## src/logic/brs_params.svh

```systemverilog
// brs read-mode sequencer constants: characters, timing and sizes
`ifndef BRS_PARAMS_SVH
`define BRS_PARAMS_SVH

`define BRS_SLOTS        4
`define BRS_FIELD_BYTES  4
`define BRS_CHAR_COMMA   8'h2c
`define BRS_CHAR_HDR     8'h02
`define BRS_CHAR_DLM     8'h0d
`define BRS_ERR_LEN      5
`define BRS_CLK_NS       20
`define BRS_MS_NS        1000000
`define BRS_MS_CYCLES    (`BRS_MS_NS / `BRS_CLK_NS)
`define BRS_LOCK_UNIT_MS 100
`define BRS_LOCK_MIN     8'h01

`endif

```

## src/logic/brs_pkg.sv

```systemverilog
// brs read-mode sequencer types
package brs_pkg;

   typedef enum logic [1:0] {
      BRS_MODE_SINGLE = 2'b00,
      BRS_MODE_SEQ    = 2'b01,
      BRS_MODE_BATCH  = 2'b10,
      BRS_MODE_TYPED  = 2'b11
   } brs_mode_t;

   typedef enum logic [1:0] {
      BRS_WIN_IDLE = 2'b00,
      BRS_WIN_OPEN = 2'b01,
      BRS_WIN_SEND = 2'b10
   } brs_win_t;

   typedef enum logic [1:0] {
      BRS_FMT_IDLE = 2'b00,
      BRS_FMT_HDR  = 2'b01,
      BRS_FMT_FLD  = 2'b10
   } brs_fmt_t;

endpackage : brs_pkg

```

## src/logic/brs_rec_if.sv

```systemverilog
// record hand-off between sequencer and formatter
`timescale 1ns/100ps
`default_nettype none
interface brs_rec_if;
   logic              start;
   logic [3:0]        use_mask;
   logic [3:0]        err_mask;
   logic [3:0][31:0]  fields;
   logic              busy;

   modport producer (output start, use_mask, err_mask, fields, input busy);
   modport consumer (input start, use_mask, err_mask, fields, output busy);
endinterface : brs_rec_if
`default_nettype wire

```

## src/logic/brs_seq.sv

```systemverilog
// bar code read-mode sequencer: trigger window, acceptance, ok/fail, records
//
// Function
// - four read modes: single, sequential, batched, typed per slot.
// - single mode accepts and reports one label per trigger window.
// - sequential mode sends each accepted label at once, one record each.
// - sequential and batched modes lock out repeated content for 100 ms to 25.5 s.
// - sequential mode sends an error record only if the window read nothing.
// - sequential mode pulses ok per label, fail on empty window, no comparison.
// - batched mode buffers labels and sends one record at window close.
// - batched mode: ok if any label read, fail otherwise, at close.
// - fields in a record are separated by comma 2ch.
// - batched record field count equals labels read, capped by buffer size.
// - typed mode reads up to 4 labels, only configured slots take part.
// - typed mode accepts any order, sends by slot order after close.
// - typed mode: ok only if every configured slot read, else fail.
// - typed mode puts error text in place of missing slot data.
// - four identical slot types fill the record in arrival order.
// - typed mode rejects content already accepted in this window.
// - orientation filter accepts only set direction, wrong one is a read error.
// - with orientation filter off both directions are accepted.
// - orientation filter works in all modes, direction held per slot.
// - one-shot trigger opens on rising edge for the preset input time.
// - multi-label modes always send after read; release timing single only.
`timescale 1ns/100ps
`default_nettype none
`include "brs_params.svh"
module brs_seq #(
   parameter int unsigned MS_CYCLES = `BRS_MS_CYCLES
) (
   // clock and reset
   input  wire logic             ref_clk_i,
   input  wire logic             rst_n_i,
   // trigger and configuration
   input  wire logic             read_trigger_input_i,
   input  wire logic [1:0]       cfg_read_mode_i,
   input  wire logic             cfg_one_shot_i,
   input  wire logic [15:0]      cfg_preset_ms_i,
   input  wire logic             cfg_send_at_release_i,
   input  wire logic [7:0]       cfg_lockout_i,
   input  wire logic             cfg_orient_en_i,
   input  wire logic [3:0]       cfg_orient_rev_i,
   input  wire logic [3:0][3:0]  cfg_slot_type_i,
   input  wire logic [3:0][5:0]  cfg_slot_len_i,
   // decoder
   input  wire logic             dec_valid_i,
   input  wire logic [31:0]      dec_data_i,
   input  wire logic [3:0]       dec_type_i,
   input  wire logic [5:0]       dec_len_i,
   input  wire logic             dec_rev_i,
   output var  logic             dec_ready_o,
   // results
   output var  logic             result_ok_o,
   output var  logic             result_fail_output_o,
   output var  logic             window_open_o,
   // serial byte stream
   output var  logic             tx_valid_o,
   output var  logic [7:0]       tx_data_o,
   input  wire logic             tx_ready_i
);
   brs_rec_if rec ();

   brs_pkg::brs_win_t  win;
   brs_pkg::brs_mode_t mode;
   logic               trig_q;
   logic               one_shot;
   logic               at_release;
   logic [15:0]        preset_ms;
   logic [7:0]         lockout;
   logic               orient_en;
   logic [3:0]         orient_rev;
   logic [3:0][3:0]    slot_type;
   logic [3:0][5:0]    slot_len;
   logic [31:0]        tick_cnt;
   logic               ms_tick;
   logic [15:0]        win_ms;
   logic [3:0][31:0]   buf_data;
   logic [3:0]         filled;
   logic [2:0]         count;
   logic [3:0][31:0]   lock_data;
   logic [3:0][14:0]   lock_ms;
   logic [1:0]         lock_ptr;
   logic               rec_start;
   logic [3:0]         rec_use;
   logic [3:0]         rec_err;

   // label content found in a list of valid entries
   function automatic logic in_list(input logic [3:0][31:0] d, input logic [3:0] v,
                                    input logic [31:0] x);
      logic hit;
      hit = 1'b0;
      for (int i = 0; i < `BRS_SLOTS; i++) begin
         if (v[i] && d[i] == x) begin
            hit = 1'b1;
         end
      end
      return hit;
   endfunction : in_list

   // first slot whose type and length match and is in the allowed mask
   function automatic logic [2:0] find_slot(input logic [3:0][3:0] t,
                                            input logic [3:0][5:0] l,
                                            input logic [3:0] allow,
                                            input logic [3:0] ty, input logic [5:0] ln);
      logic [2:0] r;
      r = 3'h4;
      for (int i = 3; i >= 0; i--) begin
         if (allow[i] && t[i] != 4'h0 && t[i] == ty && l[i] == ln) begin
            r = 3'(i);
         end
      end
      return r;
   endfunction : find_slot

   logic       trig_rise;
   logic       close_now;
   logic [3:0] cfg_mask;
   logic       all_same;
   logic [2:0] type_slot;
   logic [2:0] dest;
   logic [1:0] orient_idx;
   logic       dir_ok;
   logic       locked;
   logic       take;
   logic       accept;
   logic       dir_fail;
   logic [3:0] lock_valid;
   logic       launch;

   always_comb begin
      for (int i = 0; i < `BRS_SLOTS; i++) begin
         cfg_mask[i]   = (slot_type[i] != 4'h0);
         lock_valid[i] = (lock_ms[i] != 15'h0);
      end
   end

   assign trig_rise = read_trigger_input_i & ~trig_q;
   // one-shot window runs the preset time, level window follows the trigger
   assign close_now = one_shot ? (ms_tick && win_ms + 16'h1 >= preset_ms)
                               : ~read_trigger_input_i;
   assign all_same  = (cfg_mask == 4'hf) && (slot_type[1] == slot_type[0])
                    && (slot_type[2] == slot_type[0]) && (slot_type[3] == slot_type[0])
                    && (slot_len[1] == slot_len[0]) && (slot_len[2] == slot_len[0])
                    && (slot_len[3] == slot_len[0]);
   assign type_slot = find_slot(slot_type, slot_len, ~filled, dec_type_i, dec_len_i);
   // arrival order when all slots alike, else by matching slot
   assign dest      = all_same ? count : type_slot;
   // no matching slot gives code 4, whose low bits pick slot 0
   assign orient_idx = 2'(find_slot(slot_type, slot_len, 4'hf, dec_type_i, dec_len_i));
   assign dir_ok    = ~orient_en | (dec_rev_i == orient_rev[orient_idx]);
   assign locked    = in_list(lock_data, lock_valid, dec_data_i);
   assign take      = dec_valid_i & dec_ready_o & ~rec.busy & ~rec_start
                    & (win == brs_pkg::BRS_WIN_OPEN);
   assign dir_fail  = take & ~dir_ok;
   assign launch    = accept && (mode == brs_pkg::BRS_MODE_SEQ
                    || (mode == brs_pkg::BRS_MODE_SINGLE && !at_release));

   always_comb begin
      accept = 1'b0;
      if (take && dir_ok) begin
         unique case (mode)
            brs_pkg::BRS_MODE_SINGLE: accept = (count == 3'h0);
            brs_pkg::BRS_MODE_SEQ:    accept = ~locked;
            brs_pkg::BRS_MODE_BATCH:  accept = ~locked && count < 3'(`BRS_SLOTS);
            brs_pkg::BRS_MODE_TYPED:  accept = dest != 3'h4 && count < 3'(`BRS_SLOTS)
                                             && ~in_list(buf_data, filled, dec_data_i);
         endcase
      end
   end

   // millisecond tick, shared by preset time and lockout timers
   always_ff @(posedge ref_clk_i or negedge rst_n_i) begin
      if (!rst_n_i) begin
         tick_cnt <= 32'h0;
         ms_tick  <= 1'b0;
      end else begin
         ms_tick  <= (tick_cnt == 32'(MS_CYCLES - 1));
         tick_cnt <= (tick_cnt == 32'(MS_CYCLES - 1)) ? 32'h0 : tick_cnt + 32'h1;
      end
   end

   // configuration snapshot at window open
   always_ff @(posedge ref_clk_i or negedge rst_n_i) begin
      if (!rst_n_i) begin
         mode       <= brs_pkg::BRS_MODE_SINGLE;
         one_shot   <= 1'b0;
         at_release <= 1'b0;
         preset_ms  <= 16'h0;
         lockout    <= `BRS_LOCK_MIN;
         orient_en  <= 1'b0;
         orient_rev <= 4'h0;
         slot_type  <= '0;
         slot_len   <= '0;
      end else if (win == brs_pkg::BRS_WIN_IDLE) begin
         mode       <= brs_pkg::brs_mode_t'(cfg_read_mode_i);
         one_shot   <= cfg_one_shot_i;
         // release timing only for single mode
         at_release <= cfg_send_at_release_i
                     & (cfg_read_mode_i == brs_pkg::BRS_MODE_SINGLE);
         preset_ms  <= cfg_preset_ms_i;
         lockout    <= (cfg_lockout_i == 8'h0) ? `BRS_LOCK_MIN : cfg_lockout_i;
         orient_en  <= cfg_orient_en_i;
         orient_rev <= cfg_orient_rev_i;
         slot_type  <= cfg_slot_type_i;
         slot_len   <= cfg_slot_len_i;
      end
   end

   // window state
   always_ff @(posedge ref_clk_i or negedge rst_n_i) begin
      if (!rst_n_i) begin
         win    <= brs_pkg::BRS_WIN_IDLE;
         trig_q <= 1'b0;
         win_ms <= 16'h0;
      end else begin
         trig_q <= read_trigger_input_i;
         unique case (win)
            brs_pkg::BRS_WIN_IDLE: begin
               win_ms <= 16'h0;
               if (cfg_one_shot_i ? trig_rise : read_trigger_input_i) begin
                  win <= brs_pkg::BRS_WIN_OPEN;
               end
            end
            brs_pkg::BRS_WIN_OPEN: begin
               if (ms_tick) begin
                  win_ms <= win_ms + 16'h1;
               end
               if (close_now && !rec.busy && !rec_start) begin
                  win <= brs_pkg::BRS_WIN_SEND;
               end
            end
            brs_pkg::BRS_WIN_SEND: win <= brs_pkg::BRS_WIN_IDLE;
            default:               win <= brs_pkg::BRS_WIN_IDLE;
         endcase
      end
   end

   // label buffer, one entry per slot
   always_ff @(posedge ref_clk_i or negedge rst_n_i) begin
      if (!rst_n_i) begin
         buf_data <= '0;
         filled   <= 4'h0;
         count    <= 3'h0;
      end else if (win == brs_pkg::BRS_WIN_IDLE) begin
         filled <= 4'h0;
         count  <= 3'h0;
      end else if (accept) begin
         count <= count + 3'h1;
         if (mode == brs_pkg::BRS_MODE_TYPED) begin
            buf_data[dest[1:0]] <= dec_data_i;
            filled[dest[1:0]]   <= 1'b1;
         end else if (mode == brs_pkg::BRS_MODE_BATCH) begin
            buf_data[count[1:0]] <= dec_data_i;
            filled[count[1:0]]   <= 1'b1;
         end else begin
            buf_data[0] <= dec_data_i;
            filled[0]   <= 1'b1;
         end
      end
   end

   // repeat-read lockout table, timers count whole milliseconds
   always_ff @(posedge ref_clk_i or negedge rst_n_i) begin
      if (!rst_n_i) begin
         lock_data <= '0;
         lock_ms   <= '0;
         lock_ptr  <= 2'h0;
      end else begin
         for (int i = 0; i < `BRS_SLOTS; i++) begin
            if (ms_tick && lock_ms[i] != 15'h0) begin
               lock_ms[i] <= lock_ms[i] - 15'h1;
            end
         end
         if (accept && (mode == brs_pkg::BRS_MODE_SEQ || mode == brs_pkg::BRS_MODE_BATCH)) begin
            lock_data[lock_ptr] <= dec_data_i;
            lock_ms[lock_ptr]   <= 15'(lockout * `BRS_LOCK_UNIT_MS);
            lock_ptr            <= lock_ptr + 2'h1;
         end
      end
   end

   // record launch and result pulses
   always_ff @(posedge ref_clk_i or negedge rst_n_i) begin
      if (!rst_n_i) begin
         rec_start            <= 1'b0;
         rec_use              <= 4'h0;
         rec_err              <= 4'h0;
         result_ok_o          <= 1'b0;
         result_fail_output_o <= 1'b0;
      end else begin
         rec_start            <= 1'b0;
         result_ok_o          <= 1'b0;
         result_fail_output_o <= dir_fail;
         if (launch) begin
            rec_start   <= 1'b1;
            rec_use     <= 4'h1;
            rec_err     <= 4'h0;
            result_ok_o <= 1'b1;
         end
         if (win == brs_pkg::BRS_WIN_SEND) begin
            unique case (mode)
               brs_pkg::BRS_MODE_SINGLE, brs_pkg::BRS_MODE_SEQ: begin
                  if (count == 3'h0) begin
                     rec_start            <= 1'b1;
                     rec_use              <= 4'h1;
                     rec_err              <= 4'h1;
                     result_fail_output_o <= 1'b1;
                  end else if (at_release) begin
                     rec_start   <= 1'b1;
                     rec_use     <= 4'h1;
                     rec_err     <= 4'h0;
                     result_ok_o <= 1'b1;
                  end
               end
               brs_pkg::BRS_MODE_BATCH: begin
                  rec_start            <= 1'b1;
                  rec_use              <= (count == 3'h0) ? 4'h1 : filled;
                  rec_err              <= (count == 3'h0) ? 4'h1 : 4'h0;
                  result_ok_o          <= (count != 3'h0);
                  result_fail_output_o <= (count == 3'h0);
               end
               brs_pkg::BRS_MODE_TYPED: begin
                  rec_start            <= 1'b1;
                  rec_use              <= cfg_mask;
                  rec_err              <= cfg_mask & ~filled;
                  result_ok_o          <= ((cfg_mask & ~filled) == 4'h0);
                  result_fail_output_o <= ((cfg_mask & ~filled) != 4'h0);
               end
            endcase
         end
      end
   end

   // decoder may hand a label only while a window is open and no record pending
   always_ff @(posedge ref_clk_i or negedge rst_n_i) begin
      if (!rst_n_i) begin
         dec_ready_o   <= 1'b0;
         window_open_o <= 1'b0;
      end else begin
         // low ahead of a record launch, so ready never shows while a take is blocked
         dec_ready_o   <= (win == brs_pkg::BRS_WIN_OPEN) && !close_now && !rec.busy
                          && !rec_start && !launch;
         window_open_o <= (win == brs_pkg::BRS_WIN_OPEN);
      end
   end

   assign rec.start    = rec_start;
   assign rec.use_mask = rec_use;
   assign rec.err_mask = rec_err;
   assign rec.fields   = buf_data;

   brs_rec_fmt u_fmt (
      .ref_clk_i  (ref_clk_i),
      .rst_n_i    (rst_n_i),
      .rec        (rec),
      .tx_valid_o (tx_valid_o),
      .tx_data_o  (tx_data_o),
      .tx_ready_i (tx_ready_i)
   );
endmodule : brs_seq
`default_nettype wire

```

## src/logic/brs_rec_fmt.sv

```systemverilog
// record formatter: header, comma separated fields, delimiter
`timescale 1ns/100ps
`default_nettype none
`include "brs_params.svh"
module brs_rec_fmt (
   // clock and reset
   input  wire logic      ref_clk_i,
   input  wire logic      rst_n_i,
   // record from sequencer
   brs_rec_if.consumer    rec,
   // byte stream out
   output var  logic      tx_valid_o,
   output var  logic [7:0] tx_data_o,
   input  wire logic      tx_ready_i
);
   brs_pkg::brs_fmt_t st;
   logic [3:0]        rem;
   logic [3:0]        errs;
   logic [3:0][31:0]  flds;
   logic [2:0]        bi;
   logic              comma_due;
   logic [1:0]        slot;

   function automatic logic [1:0] low_set(input logic [3:0] m);
      logic [1:0] r;
      r = 2'h0;
      for (int i = 3; i >= 0; i--) begin
         if (m[i]) begin
            r = 2'(i);
         end
      end
      return r;
   endfunction : low_set

   function automatic logic [7:0] err_char(input logic [2:0] i);
      logic [7:0] c;
      unique case (i)
         3'h1, 3'h2, 3'h4: c = 8'h52;
         3'h3:             c = 8'h4f;
         default:          c = 8'h45;
      endcase
      return c;
   endfunction : err_char

   assign slot     = low_set(rem);
   assign rec.busy = (st != brs_pkg::BRS_FMT_IDLE) | tx_valid_o;

   always_ff @(posedge ref_clk_i or negedge rst_n_i) begin
      if (!rst_n_i) begin
         st         <= brs_pkg::BRS_FMT_IDLE;
         rem        <= 4'h0;
         errs       <= 4'h0;
         flds       <= '0;
         bi         <= 3'h0;
         comma_due  <= 1'b0;
         tx_valid_o <= 1'b0;
         tx_data_o  <= 8'h00;
      end else if (!tx_valid_o || tx_ready_i) begin
         tx_valid_o <= 1'b0;
         unique case (st)
            brs_pkg::BRS_FMT_IDLE: begin
               if (rec.start) begin
                  rem  <= rec.use_mask;
                  errs <= rec.err_mask;
                  flds <= rec.fields;
                  st   <= brs_pkg::BRS_FMT_HDR;
               end
            end
            brs_pkg::BRS_FMT_HDR: begin
               tx_valid_o <= 1'b1;
               tx_data_o  <= `BRS_CHAR_HDR;
               bi         <= 3'h0;
               comma_due  <= 1'b0;
               st         <= brs_pkg::BRS_FMT_FLD;
            end
            brs_pkg::BRS_FMT_FLD: begin
               tx_valid_o <= 1'b1;
               if (rem == 4'h0) begin
                  tx_data_o <= `BRS_CHAR_DLM;
                  st        <= brs_pkg::BRS_FMT_IDLE;
               end else if (comma_due) begin
                  tx_data_o <= `BRS_CHAR_COMMA;
                  comma_due <= 1'b0;
               end else if (errs[slot]) begin
                  tx_data_o <= err_char(bi);
                  if (bi == 3'(`BRS_ERR_LEN - 1)) begin
                     rem[slot] <= 1'b0;
                     bi        <= 3'h0;
                     comma_due <= 1'b1;
                  end else begin
                     bi <= bi + 3'h1;
                  end
               end else begin
                  tx_data_o <= flds[slot][8'(31 - 8 * bi) -: 8];
                  if (bi == 3'(`BRS_FIELD_BYTES - 1)) begin
                     rem[slot] <= 1'b0;
                     bi        <= 3'h0;
                     comma_due <= 1'b1;
                  end else begin
                     bi <= bi + 3'h1;
                  end
               end
            end
            default: st <= brs_pkg::BRS_FMT_IDLE;
         endcase
      end
   end
endmodule : brs_rec_fmt
`default_nettype wire

```

## config.mk

```make
export PLATFORM = sky130hd
export DESIGN_NAME = brs_seq
export DESIGN_NICKNAME = d
export VERILOG_FILES = /design/src/logic/brs_pkg.sv /design/src/logic/brs_rec_if.sv /design/src/logic/brs_seq.sv /design/src/logic/brs_rec_fmt.sv
export VERILOG_INCLUDE_DIRS = /design/src /design/src/logic
export SDC_FILE = /design/constraint.sdc
export NUM_CORES = 1
export LEC_CHECK = 0
export BUFFER_PORTS_ARGS = -buffer_cell sky130_fd_sc_hd__buf_2
export CORE_ASPECT_RATIO = 0.75
export CORE_MARGIN = 2
export CORE_UTILIZATION = 50
export CTS_CLUSTER_DIAMETER = 50
export DETAILED_ROUTE_END_ITERATION = 16
export GPL_TIMING_DRIVEN = 0
export PLACE_DENSITY = 0.7
export SLEW_MARGIN = 20
export SYNTH_ARGS = -nofsm -noshare
export SYNTH_HDL_FRONTEND = slang
export SYNTH_SLANG_ARGS = --single-unit
```

## constraint.sdc

```tcl
create_clock -name ref_clk_i -period 7.4 [get_ports ref_clk_i]
set_input_delay 0.37 -clock ref_clk_i [delete_from_list [all_inputs] [get_ports ref_clk_i]]
set_output_delay 0.37 -clock ref_clk_i [all_outputs]
set_load 0.05 [all_outputs]
```

==> results of run 1 <==
[stage by stage]
step | cells | hold WS [ps] | power (mW)
6_report | 3818 | 20.3 | 11.5
5_1_grt | 3818 | 15.0 | 12.1
4_1_cts | 3818 | 1.23 | 11.5
3_5_place_dp | 3631 | 250 | 7.97
3_3_place_gp | 3622 | 450 | 7.86
2_1_floorplan | 2713 | 74.4 | 6.61
[sequential cells by signal, summed over array words and instances, names as in the netlist, 4 cells and up]
signal	flops
buf_data	128
filled	4
lock_data	128
lock_ms	60
lockout	8
orient_rev	4
preset_ms	16
rec.err_mask	4
rec.use_mask	4
slot_len	24
slot_type	16
tick_cnt	32
u_fmt.errs	4
u_fmt.flds	128
u_fmt.rem	4
u_fmt.tx_data_o	8
win_ms	16
[worst paths after layout]
check | start | to | slack [ps]
worst max-delay path | slot_type[3]$_DFFE_PN0P_ | buf_data[126]$_DFFE_PN0P_ | 2740
min in group asynchronous | rst_n_i | preset_ms[2]$_DFFE_PN0P_ | 190
worst max register to register | slot_type[3]$_DFFE_PN0P_ | buf_data[126]$_DFFE_PN0P_ | 2740
worst min-delay path | cfg_orient_rev_i[0] | orient_rev[0]$_DFFE_PN0P_ | 20
max in group asynchronous | rst_n_i | buf_data[102]$_DFFE_PN0P_ | 5190
worst min register to register | u_fmt.tx_data_o[6]$_DFFE_PN0P_ | u_fmt.tx_data_o[6]$_DFFE_PN0P_ | 470
[synthesized netlist by cell type, types with 35 or more instances]
master	n
sky130_fd_sc_hd__nor4_1	68
sky130_fd_sc_hd__buf_6	40
sky130_fd_sc_hd__nand4_1	58
sky130_fd_sc_hd__clkbuf_1	59
sky130_fd_sc_hd__nor3_1	38
sky130_fd_sc_hd__buf_4	43
sky130_fd_sc_hd__dfrtp_1	613
sky130_fd_sc_hd__xor2_1	189
sky130_fd_sc_hd__mux2_2	363
sky130_fd_sc_hd__nor2_1	75
sky130_fd_sc_hd__a21oi_1	35
sky130_fd_sc_hd__nand2_1	260
sky130_fd_sc_hd__inv_1	61
sky130_fd_sc_hd__xnor2_1	216
sky130_fd_sc_hd__nand3_1	68
sky130_fd_sc_hd__mux2i_1	65
sky130_fd_sc_hd__o21ai_0	90
sky130_fd_sc_hd__ha_1	74
[repair_timing]
| action | CTS | global route |
|---|---|---|
| hold buffers | 68 | 0 |
| endpoints found under the hold margin | 134 | 0 |
| buffers inserted | 0 | 0 |
[cell type report]
type                       count  area share
clock inverter                22     0.00810
clock buffer                  97      0.0546
sequential                   614       0.423
inverter                      63     0.00651
buffer                       162      0.0299
multi-input combinational   1874       0.411
tap                          810      0.0279
timing repair buffer         176      0.0383
[logic make-up (layout without fill, tap and decap cells)]
group,after synthesis,in the layout,share of synthesized area
AND/OR/NAND/NOR,665,665,0.105
flip-flops,614,614,0.486
multiplexers,482,482,0.173
XOR/XNOR,405,405,0.112
AO/OA/AOI/OAI,245,245,0.0508
buffers and inverters,225,520,0.0419
adder cells (fa/ha/maj),77,77,0.0312
[worst max-delay path, delay by kind of cell (launching register included)]
family,cells,cell delay [ps]
simple gates,4,1340
mux,2,1090
buf+inv,2,920
compound gates,3,840
flops,1,320
[cells in the final DEF, fill, tap and decap left out, types with 32 or more instances in the layout]
cell,instances
sky130_fd_sc_hd__buf_2,112
sky130_fd_sc_hd__xnor2_1,216
sky130_fd_sc_hd__nand4_1,58
sky130_fd_sc_hd__mux2i_1,65
sky130_fd_sc_hd__buf_4,44
sky130_fd_sc_hd__clkbuf_1,73
sky130_fd_sc_hd__nor3_1,37
sky130_fd_sc_hd__nor2_1,75
sky130_fd_sc_hd__inv_1,61
sky130_fd_sc_hd__a21oi_1,34
sky130_fd_sc_hd__dlygate4sd3_1,68
sky130_fd_sc_hd__ha_1,74
sky130_fd_sc_hd__nor4_1,66
sky130_fd_sc_hd__buf_6,40
sky130_fd_sc_hd__clkbuf_16,70
sky130_fd_sc_hd__mux2_2,363
sky130_fd_sc_hd__nand2_1,260
sky130_fd_sc_hd__dfrtp_1,613
sky130_fd_sc_hd__o21ai_0,90
sky130_fd_sc_hd__xor2_1,189
sky130_fd_sc_hd__nand3_1,68
sky130_fd_sc_hd__a221oi_1,32
[per-layer routing]
| layer | track usage | share of wire | up-vias |
|---|---|---|---|
| met3 | 0.0814 | 0.097 | 141 |
| met2 | 0.425 | 0.42 | 994 |
| li1 | - | - | 9954 |
| met1 | 0.465 | 0.46 | 11804 |
| met5 | 0 | 0.00024 | - |
| met4 | 0.0668 | 0.021 | 4 |
[power breakdown]
group	leakage [nW]	internal [mW]	switching, mW	total, mW
Sequential	8.17	3.83	0.502	4.33
Clock	1.12	2.05	1.44	3.49
Combinational	7.90	1.36	2.35	3.71
==> impl.org, run 1 <==
** Critical path
- Measured in cells, the most critical reg-to-reg path has a length of 11.
- Max stage delay on crit path :: 760 ps
- For this design, the slowest cell found on the critical path is sky130_fd_sc_hd__mux2i_1.
- Ordered cell list for the critical path :: clkbuf_1 > nor3_1 > o21ai_0 > nand4_1 > nand3b_1 > o21ai_0 > a21oi_1 > mux2i_1 > nand3_1 > buf_2 > mux2_2
- Data on the critical path arrives at its endpoint at 5150 ps.
- STA puts the critical path data required time at 7890 ps.
- Along the worst path, the maximum fanout reaches 10.
- Critical path class :: register to register
- CP Capture Type :: register
- CP most frequent cell :: sky130_fd_sc_hd__o21ai_0
- The worst setup path is launched from a register.

** Place
- Number of port buffers :: 99
- The HPWL after detailed placement is 72.0 mm.
- Cell area after placement :: 33,300 um^2
- Worst-case setup slack after placement :: about 2700 ps
- The congestion estimate from routability-driven global placement came to 0.961.

** Logic synthesis
- Biggest area contributors in the synthesized netlist :: sky130_fd_sc_hd__dfrtp_1, sky130_fd_sc_hd__mux2_2, sky130_fd_sc_hd__xnor2_1
- In this run, distinct cell masters in the synthesized netlist total 70.
- Synthesis produced 2,713 cells.
- The synthesized netlist occupies a cell area of 31,600 um^2.
- In the synthesized netlist the async set-or-reset flop fraction comes to 1.00.
- The share of synthesized area in the top cell type comes to 0.486.
- Counting every net in the synthesized netlist gives between 2,000 and 3,000.
- The average instance in the mapped netlist occupies 11.6 um^2.
- Summed over all instances, the cell type with the most area after synthesis is sky130_fd_sc_hd__dfrtp_1.
- Among all flip-flop cells after synthesis, the most frequent one is sky130_fd_sc_hd__dfrtp_1.
- Number of warning messages in the yosys log :: 0
- Of the synthesized area, sequential elements account for 0.486.
- Synthesis-stage register bit count :: 614
- In this run, synthesis inferred 0 flip-flops with an integrated enable.

** Flow run
- The tool flagged a number of max-cap violations equal to 0.

** STA
- Total count of max-transition violations in the final report :: 0
- Setup repair after global routing missed its margin :: no
- Transition time at the pin with the least slew margin :: 1190 ps
- Period utilization :: 0.630
- Clock period minus worst slack :: 4660 ps
- Worst setup slack after layout :: 2740 ps
- The hold violation total from the final report came to 0.
- Timing would allow up to 0.215 GHz.
- Total negative slack for setup checks :: 0 ps
- Setup violations remaining at the end of the flow were counted as 0.
- The clock arrives with 33.7 ps of skew.
- Measured against its own limit, the worst slew margin works out to 0.196.

** Finish
- In the final layout, the share of cells above drive strength 1 is 0.241.
- Utilization after layout :: 0.583
- The final layout contains roughly 3,200 nets.
- After filler insertion, the fill cell instance count of the layout stands at 5,117.
- Final antenna diode count :: 0
- Once layout is done, the placed cells without fillers occupy 36,300 um^2.
- Area occupied by registers :: 15,400 um^2
- Multi-input gate area in the final layout :: 14,900 um^2
- From synthesis to final layout, the design area changed by 14.9%.

** Clock network
- After clock tree synthesis, the clock-pin slew on the worst setup and hold paths is ~70 ps.
- For this design, the sink count on the clock tree is 614.
- TritonCTS built the clock tree.
- Gates resized during post-CTS repair numbered 0.
- In this run the clock root is driven by a sky130_fd_sc_hd__clkbuf_16.
- Number of buffers added by the clock tree synthesis step :: 67
- H-tree depth :: 3
- CTS max path bufs :: 3
- Clk Latency, worst-skew pair :: approximately 630 ps

** Die
- For this configuration, the core starts out at a cell density of 0.507.
- Die boundary width :: 294 um
- Placeable core region :: 62,300 um^2
- In this run the vertical extent of the chip is 222 um.
- Die area :: 65,200 um^2
- Cell row count :: 79
- Total I/O pin count :: between 100 and 150

** Detailed routing
- Detailed-route wire length per cell :: roughly 26 um
- Total length of routed wires :: 98.3 mm
- In this run the remaining antenna-violating nets after routing total 0.
- The first detailed-routing pass ran for 5 iterations.
- DRC violation count after routing :: 0
- Total number of vias :: 22,897
- DRC marker count from the first detailed-route iteration :: 2,578
- Average vias per placed instance :: 6.00

** Global routing
- GRT Residual Overflow :: 0
- The initial antenna violation count is 2.
- Entering global routing, the biggest net connects 96 pins.
- Overall routing resource usage :: 0.303
- The via count of the first global-routing pass came to 22,733.
- Global-route wire length before repair :: 147 mm

** Power
- Power Dens Cells :: 318 nW/um^2
- The worst-case IR drop observed on VDD is between 0.0002 and 0.0003 V.
- In this run the static leakage power is ~17 nW.

** Outcome
- Status :: finished, final reports clean

** Worst hold path
- Classification of the worst-slack hold path :: input pin to register
- Counting instances, the worst hold path has a depth of 3.
Power figures use the tool's default switching activity.
==> run 2: changes to the inputs <==
- ABC_AREA: unset -> 1
- clock period: 7.4 -> 4.3 ns (I/O delays scaled with it)
==> run 2 against run 1 <==
Compared with the run above: sequential power is 85% higher; cell count is 34% higher; sequential share of layout area is 0.70 points lower; core utilization barely moved; register-to-register slack got worse by 2300 ps; total power increased by 89%; via count grew 24%; synthesized area increased by 1.0%.
==> impl.org, run 2 <==
** Logic synthesis
- Among all flip-flop cells after synthesis, the most frequent one is sky130_fd_sc_hd__dfrtp_1.
- Of the total synthesized cell area, the portion taken by AND, OR, NAND and NOR gates is 0.207.
- Counting every instance in the synthesized netlist gives 3,920.
- The complex-gate fraction of the synthesized area was 0.123.
- Yosys instantiated no cell more often than sky130_fd_sc_hd__nand2_1.
- Cell Area, Synth :: 31,900 um^2
- Biggest area contributors in the synthesized netlist :: sky130_fd_sc_hd__dfrtp_1, sky130_fd_sc_hd__nand2_1, sky130_fd_sc_hd__o21ai_0
- Most numerous cell types in the synthesized netlist :: sky130_fd_sc_hd__nand2_1, sky130_fd_sc_hd__dfrtp_1, sky130_fd_sc_hd__inv_1
- Of the total synthesized cell area, the portion taken by XOR and XNOR cells is 0.0694.
- Post-synthesis adder-cell area fraction :: 0.0309
- By area, the combinational part of the netlist is dominated by simple AND/OR/NAND/NOR gates.
- Share of flip-flops with an asynchronous set or reset after synthesis :: 1.00
- The number of nets handed over by synthesis was 4,118.
- The synthesized design contains 0 enable-type register cells.
- For this run, the register share of the synthesized area comes to 0.481.
- Synthesized area per cell :: 8.14 um^2
- The number of different library cells used by synthesis comes to 53.
- Of the post-synthesis cell area, the part taken by muxes is 0.00952.
- Yosys printed 0 warnings.
- Counting flops and latches in the post-synthesis netlist gives 614.
- Of the post-synthesis cell area, the dominant cell type holds 0.481.
- sky130_fd_sc_hd__dfrtp_1 takes more of the synthesized area than any other cell.

** Detailed routing
- Total number of vias :: approximately 28,000
- For this run, design rule violations remaining after detail routing come to 0.
- DRC marker count from the first detailed-route iteration :: 3,120
- After detailed routing, the number of vias per cell comes to 5.54.
- Total length of routed wires :: 101 mm
- Dividing the detail-routed wire length by the instance count gives 19.9 um.
- DRT Pass-1 Iters :: 6
- Antenna violation net count after detailed routing :: 0

** Finish
- In the layout the commonest cells are sky130_fd_sc_hd__nand2_1, sky130_fd_sc_hd__dfrtp_1, sky130_fd_sc_hd__inv_1.
- The library cell used most frequently in the layout, excluding fill and tap cells, is sky130_fd_sc_hd__nand2_1.
- For this run, the number of standard cells in the final layout without fillers is roughly 5,100.
- With fillers left out, the area of the finished cells amounts to about 37,000 um^2.
- In the final design database the tool counted ~4,400 nets.
- In the final layout, the share of cells above drive strength 1 is 0.0930.
- The area growth from synthesis to layout is 15.6%.
- Top flop regs :: buf_data x128, lock_data x128, u_fmt.flds x128

** Global routing
- The via count of the first global-routing pass is between 20,000 and 30,000.
- Global-route wire length before repair :: 156 mm
- GRT Residual Overflow :: 0
- Overall routing resource usage :: 0.311
- Entering global routing, the biggest net connects 100 pins.
- Number of antenna violations at the first check in global routing :: 9

** Die
- The die covers 65,900 um^2.
- around 130 I/O pins were placed.
- Die outline height :: 223 um
- Placeable core region :: around 63,000 um^2
- From left edge to right edge, the die measures 296 um.
- Starting density of the core :: 0.504
- Cell row count :: 80

** Clock network
- For this design, the sink count on the clock tree is between 600 and 700.
- CTS tree :: yes
- CTS max path bufs :: 3
- In this run the number of H-tree levels came out at 3.
- Clock tree synthesis selected as its root buffer the cell sky130_fd_sc_hd__clkbuf_16.
- Clk Latency, worst-skew pair :: 630 ps
- In this run, CTS created clock tree buffers numbering 67.
- The number of setup buffers added after CTS is 0.
- Clock transition at the registers of the reported paths :: 60 ps

** STA
- Clock period minus worst slack :: roughly 3900 ps
- Transition time at the pin with the least slew margin :: between 1000 and 1500 ps
- Number of hold violations in the final report :: 0
- Headroom to the max-slew limit came out at 0.300.
- Achievable Freq :: 0.258 GHz
- Setup repair after global routing missed its margin :: no
- Adding up every negative setup slack in the final design gives 0 ps.
- Setup violations remaining at the end of the flow were counted as 0.
- Worst setup skew after layout :: 37.8 ps
- Worst setup slack after layout :: approximately 420 ps
- Total count of max-transition violations in the final report :: 0
- Period utilization :: 0.901

** Outcome
- Status :: finished, final reports clean

** Place
- Cell area after placement :: 33,700 um^2
- At the placement stage, the worst setup path has a slack of approximately 280 ps.
- After detailed placement, the design holds a cell count of approximately 5,000.
- After legalization and detailed placement, the total HPWL measured about 74 mm.
- Final RePlAce weighted congestion :: 0.998
- Number of port buffers :: 101

** Power
- Worst IR drop on VDD :: 0.000638 V
- Leakage power :: 17.4 nW
- Power Dens Cells :: approximately 590 nW/um^2

** Worst hold path
- The tightest min-delay check is of the input pin to register type.

** Critical path
- In this run the worst path has a maximum fanout of 4.
- Critical path data arrival time :: 4370 ps
- The worst setup path is captured at a register.
- STA classifies the critical path startpoint as a register.
- Data on the critical path is required at its endpoint by 4800 ps.
- Setup slack on the worst reg-to-reg path comes out at 420 ps.
- Critical path class :: register to register

** Flow run
- Number of max-capacitance violations reported :: 0
==> run 2: power breakdown <==
group	switching (mW)	leakage (nW)	internal [mW]
logic	5.19	8.15	2.45
registers	1.01	8.09	7.00
clock network	2.46	1.14	3.66
total	8.66	17.4	13.1
==> run 2: kinds of logic after synthesis <==
logic type / Yosys count
multiplexers: 27
flip-flops: 614
adder cells (fa/ha/maj): 77
XOR/XNOR: 253
AO/OA/AOI/OAI: 741
AND/OR/NAND/NOR: 1597
buffers and inverters: 611
==> run 2: per-stage QoR <==
step                 util  hold slack [ps]  total power, mW
floorplan               -            -80.6             12.9
global placement    0.529              357             15.3
detailed placement  0.532              159             15.4
CTS                 0.582             74.7             21.6
global route        0.583              115             23.1
finish              0.583             93.1             21.8
==> run 2: path summary, 6_finish.rpt <==
check                                             end             startpoint  cells past startpoint
max                                win[0]$_DFFE_PN0P_  win_ms[2]$_DFFE_PN0P_                     20
min                          buf_data[77]$_DFFE_PN0P_         dec_data_i[13]                      4
max reg2reg                        win[0]$_DFFE_PN0P_  win_ms[2]$_DFFE_PN0P_                     20
min reg2reg                     tick_cnt[0]$_DFF_PN0_  tick_cnt[0]$_DFF_PN0_                      1
max in group asynchronous  u_fmt.flds[88]$_DFFE_PN0P_                rst_n_i                      5
min in group asynchronous      lockout[5]$_DFFE_PN0P_                rst_n_i                      2
==> run 2: critical path, cell delays in order, from the launching register on <==
cell,delay [ps]
sky130_fd_sc_hd__dfrtp_1,380
sky130_fd_sc_hd__inv_1,60
sky130_fd_sc_hd__nor3_1,280
sky130_fd_sc_hd__nand2_1,90
sky130_fd_sc_hd__nor2_1,90
sky130_fd_sc_hd__inv_1,60
sky130_fd_sc_hd__nor2_1,130
sky130_fd_sc_hd__inv_1,90
sky130_fd_sc_hd__nor3_2,220
sky130_fd_sc_hd__nand4_1,210
sky130_fd_sc_hd__nor4_1,280
sky130_fd_sc_hd__xor2_1,250
sky130_fd_sc_hd__inv_1,70
sky130_fd_sc_hd__ha_1,290
sky130_fd_sc_hd__nand2_1,80
sky130_fd_sc_hd__nor2_1,170
sky130_fd_sc_hd__nand4_1,140
sky130_fd_sc_hd__o311ai_1,440
sky130_fd_sc_hd__a31oi_1,200
sky130_fd_sc_hd__o21ai_0,190
sky130_fd_sc_hd__nand2_1,60
==> run 2: area by class of cell <==
| cell class | count | area, um^2 |
|---|---|---|
| buffer | 190 | 962 |
| clock buffer | 100 | 2010 |
| fill | 5673 | 26500 |
| inverter | 421 | 1580 |
| sequential | 614 | 15400 |
| timing repair buffer | 195 | 1580 |
| multi-input combinational | 2695 | 14000 |
| antenna | 8 | 20.0 |
| tap | 861 | 1080 |
| clock inverter | 20 | 300 |
==> run 2: routing by layer <==
metal | vias to the layer above | GRT usage | wire length, um
met4 | 2 | 0.117 | 3940
met5 | - | 0 | 13
met2 | 1303 | 0.440 | 42000
met1 | 13540 | 0.462 | 45300
li1 | 13180 | - | -
met3 | 256 | 0.0722 | 10100
==> run 2: what timing repair did <==
item	4_1_cts	5_1_grt
endpoints found under the hold margin	291	0
setup endpoints to repair	0	3
hold buffers	87	0
resized for setup	0	2
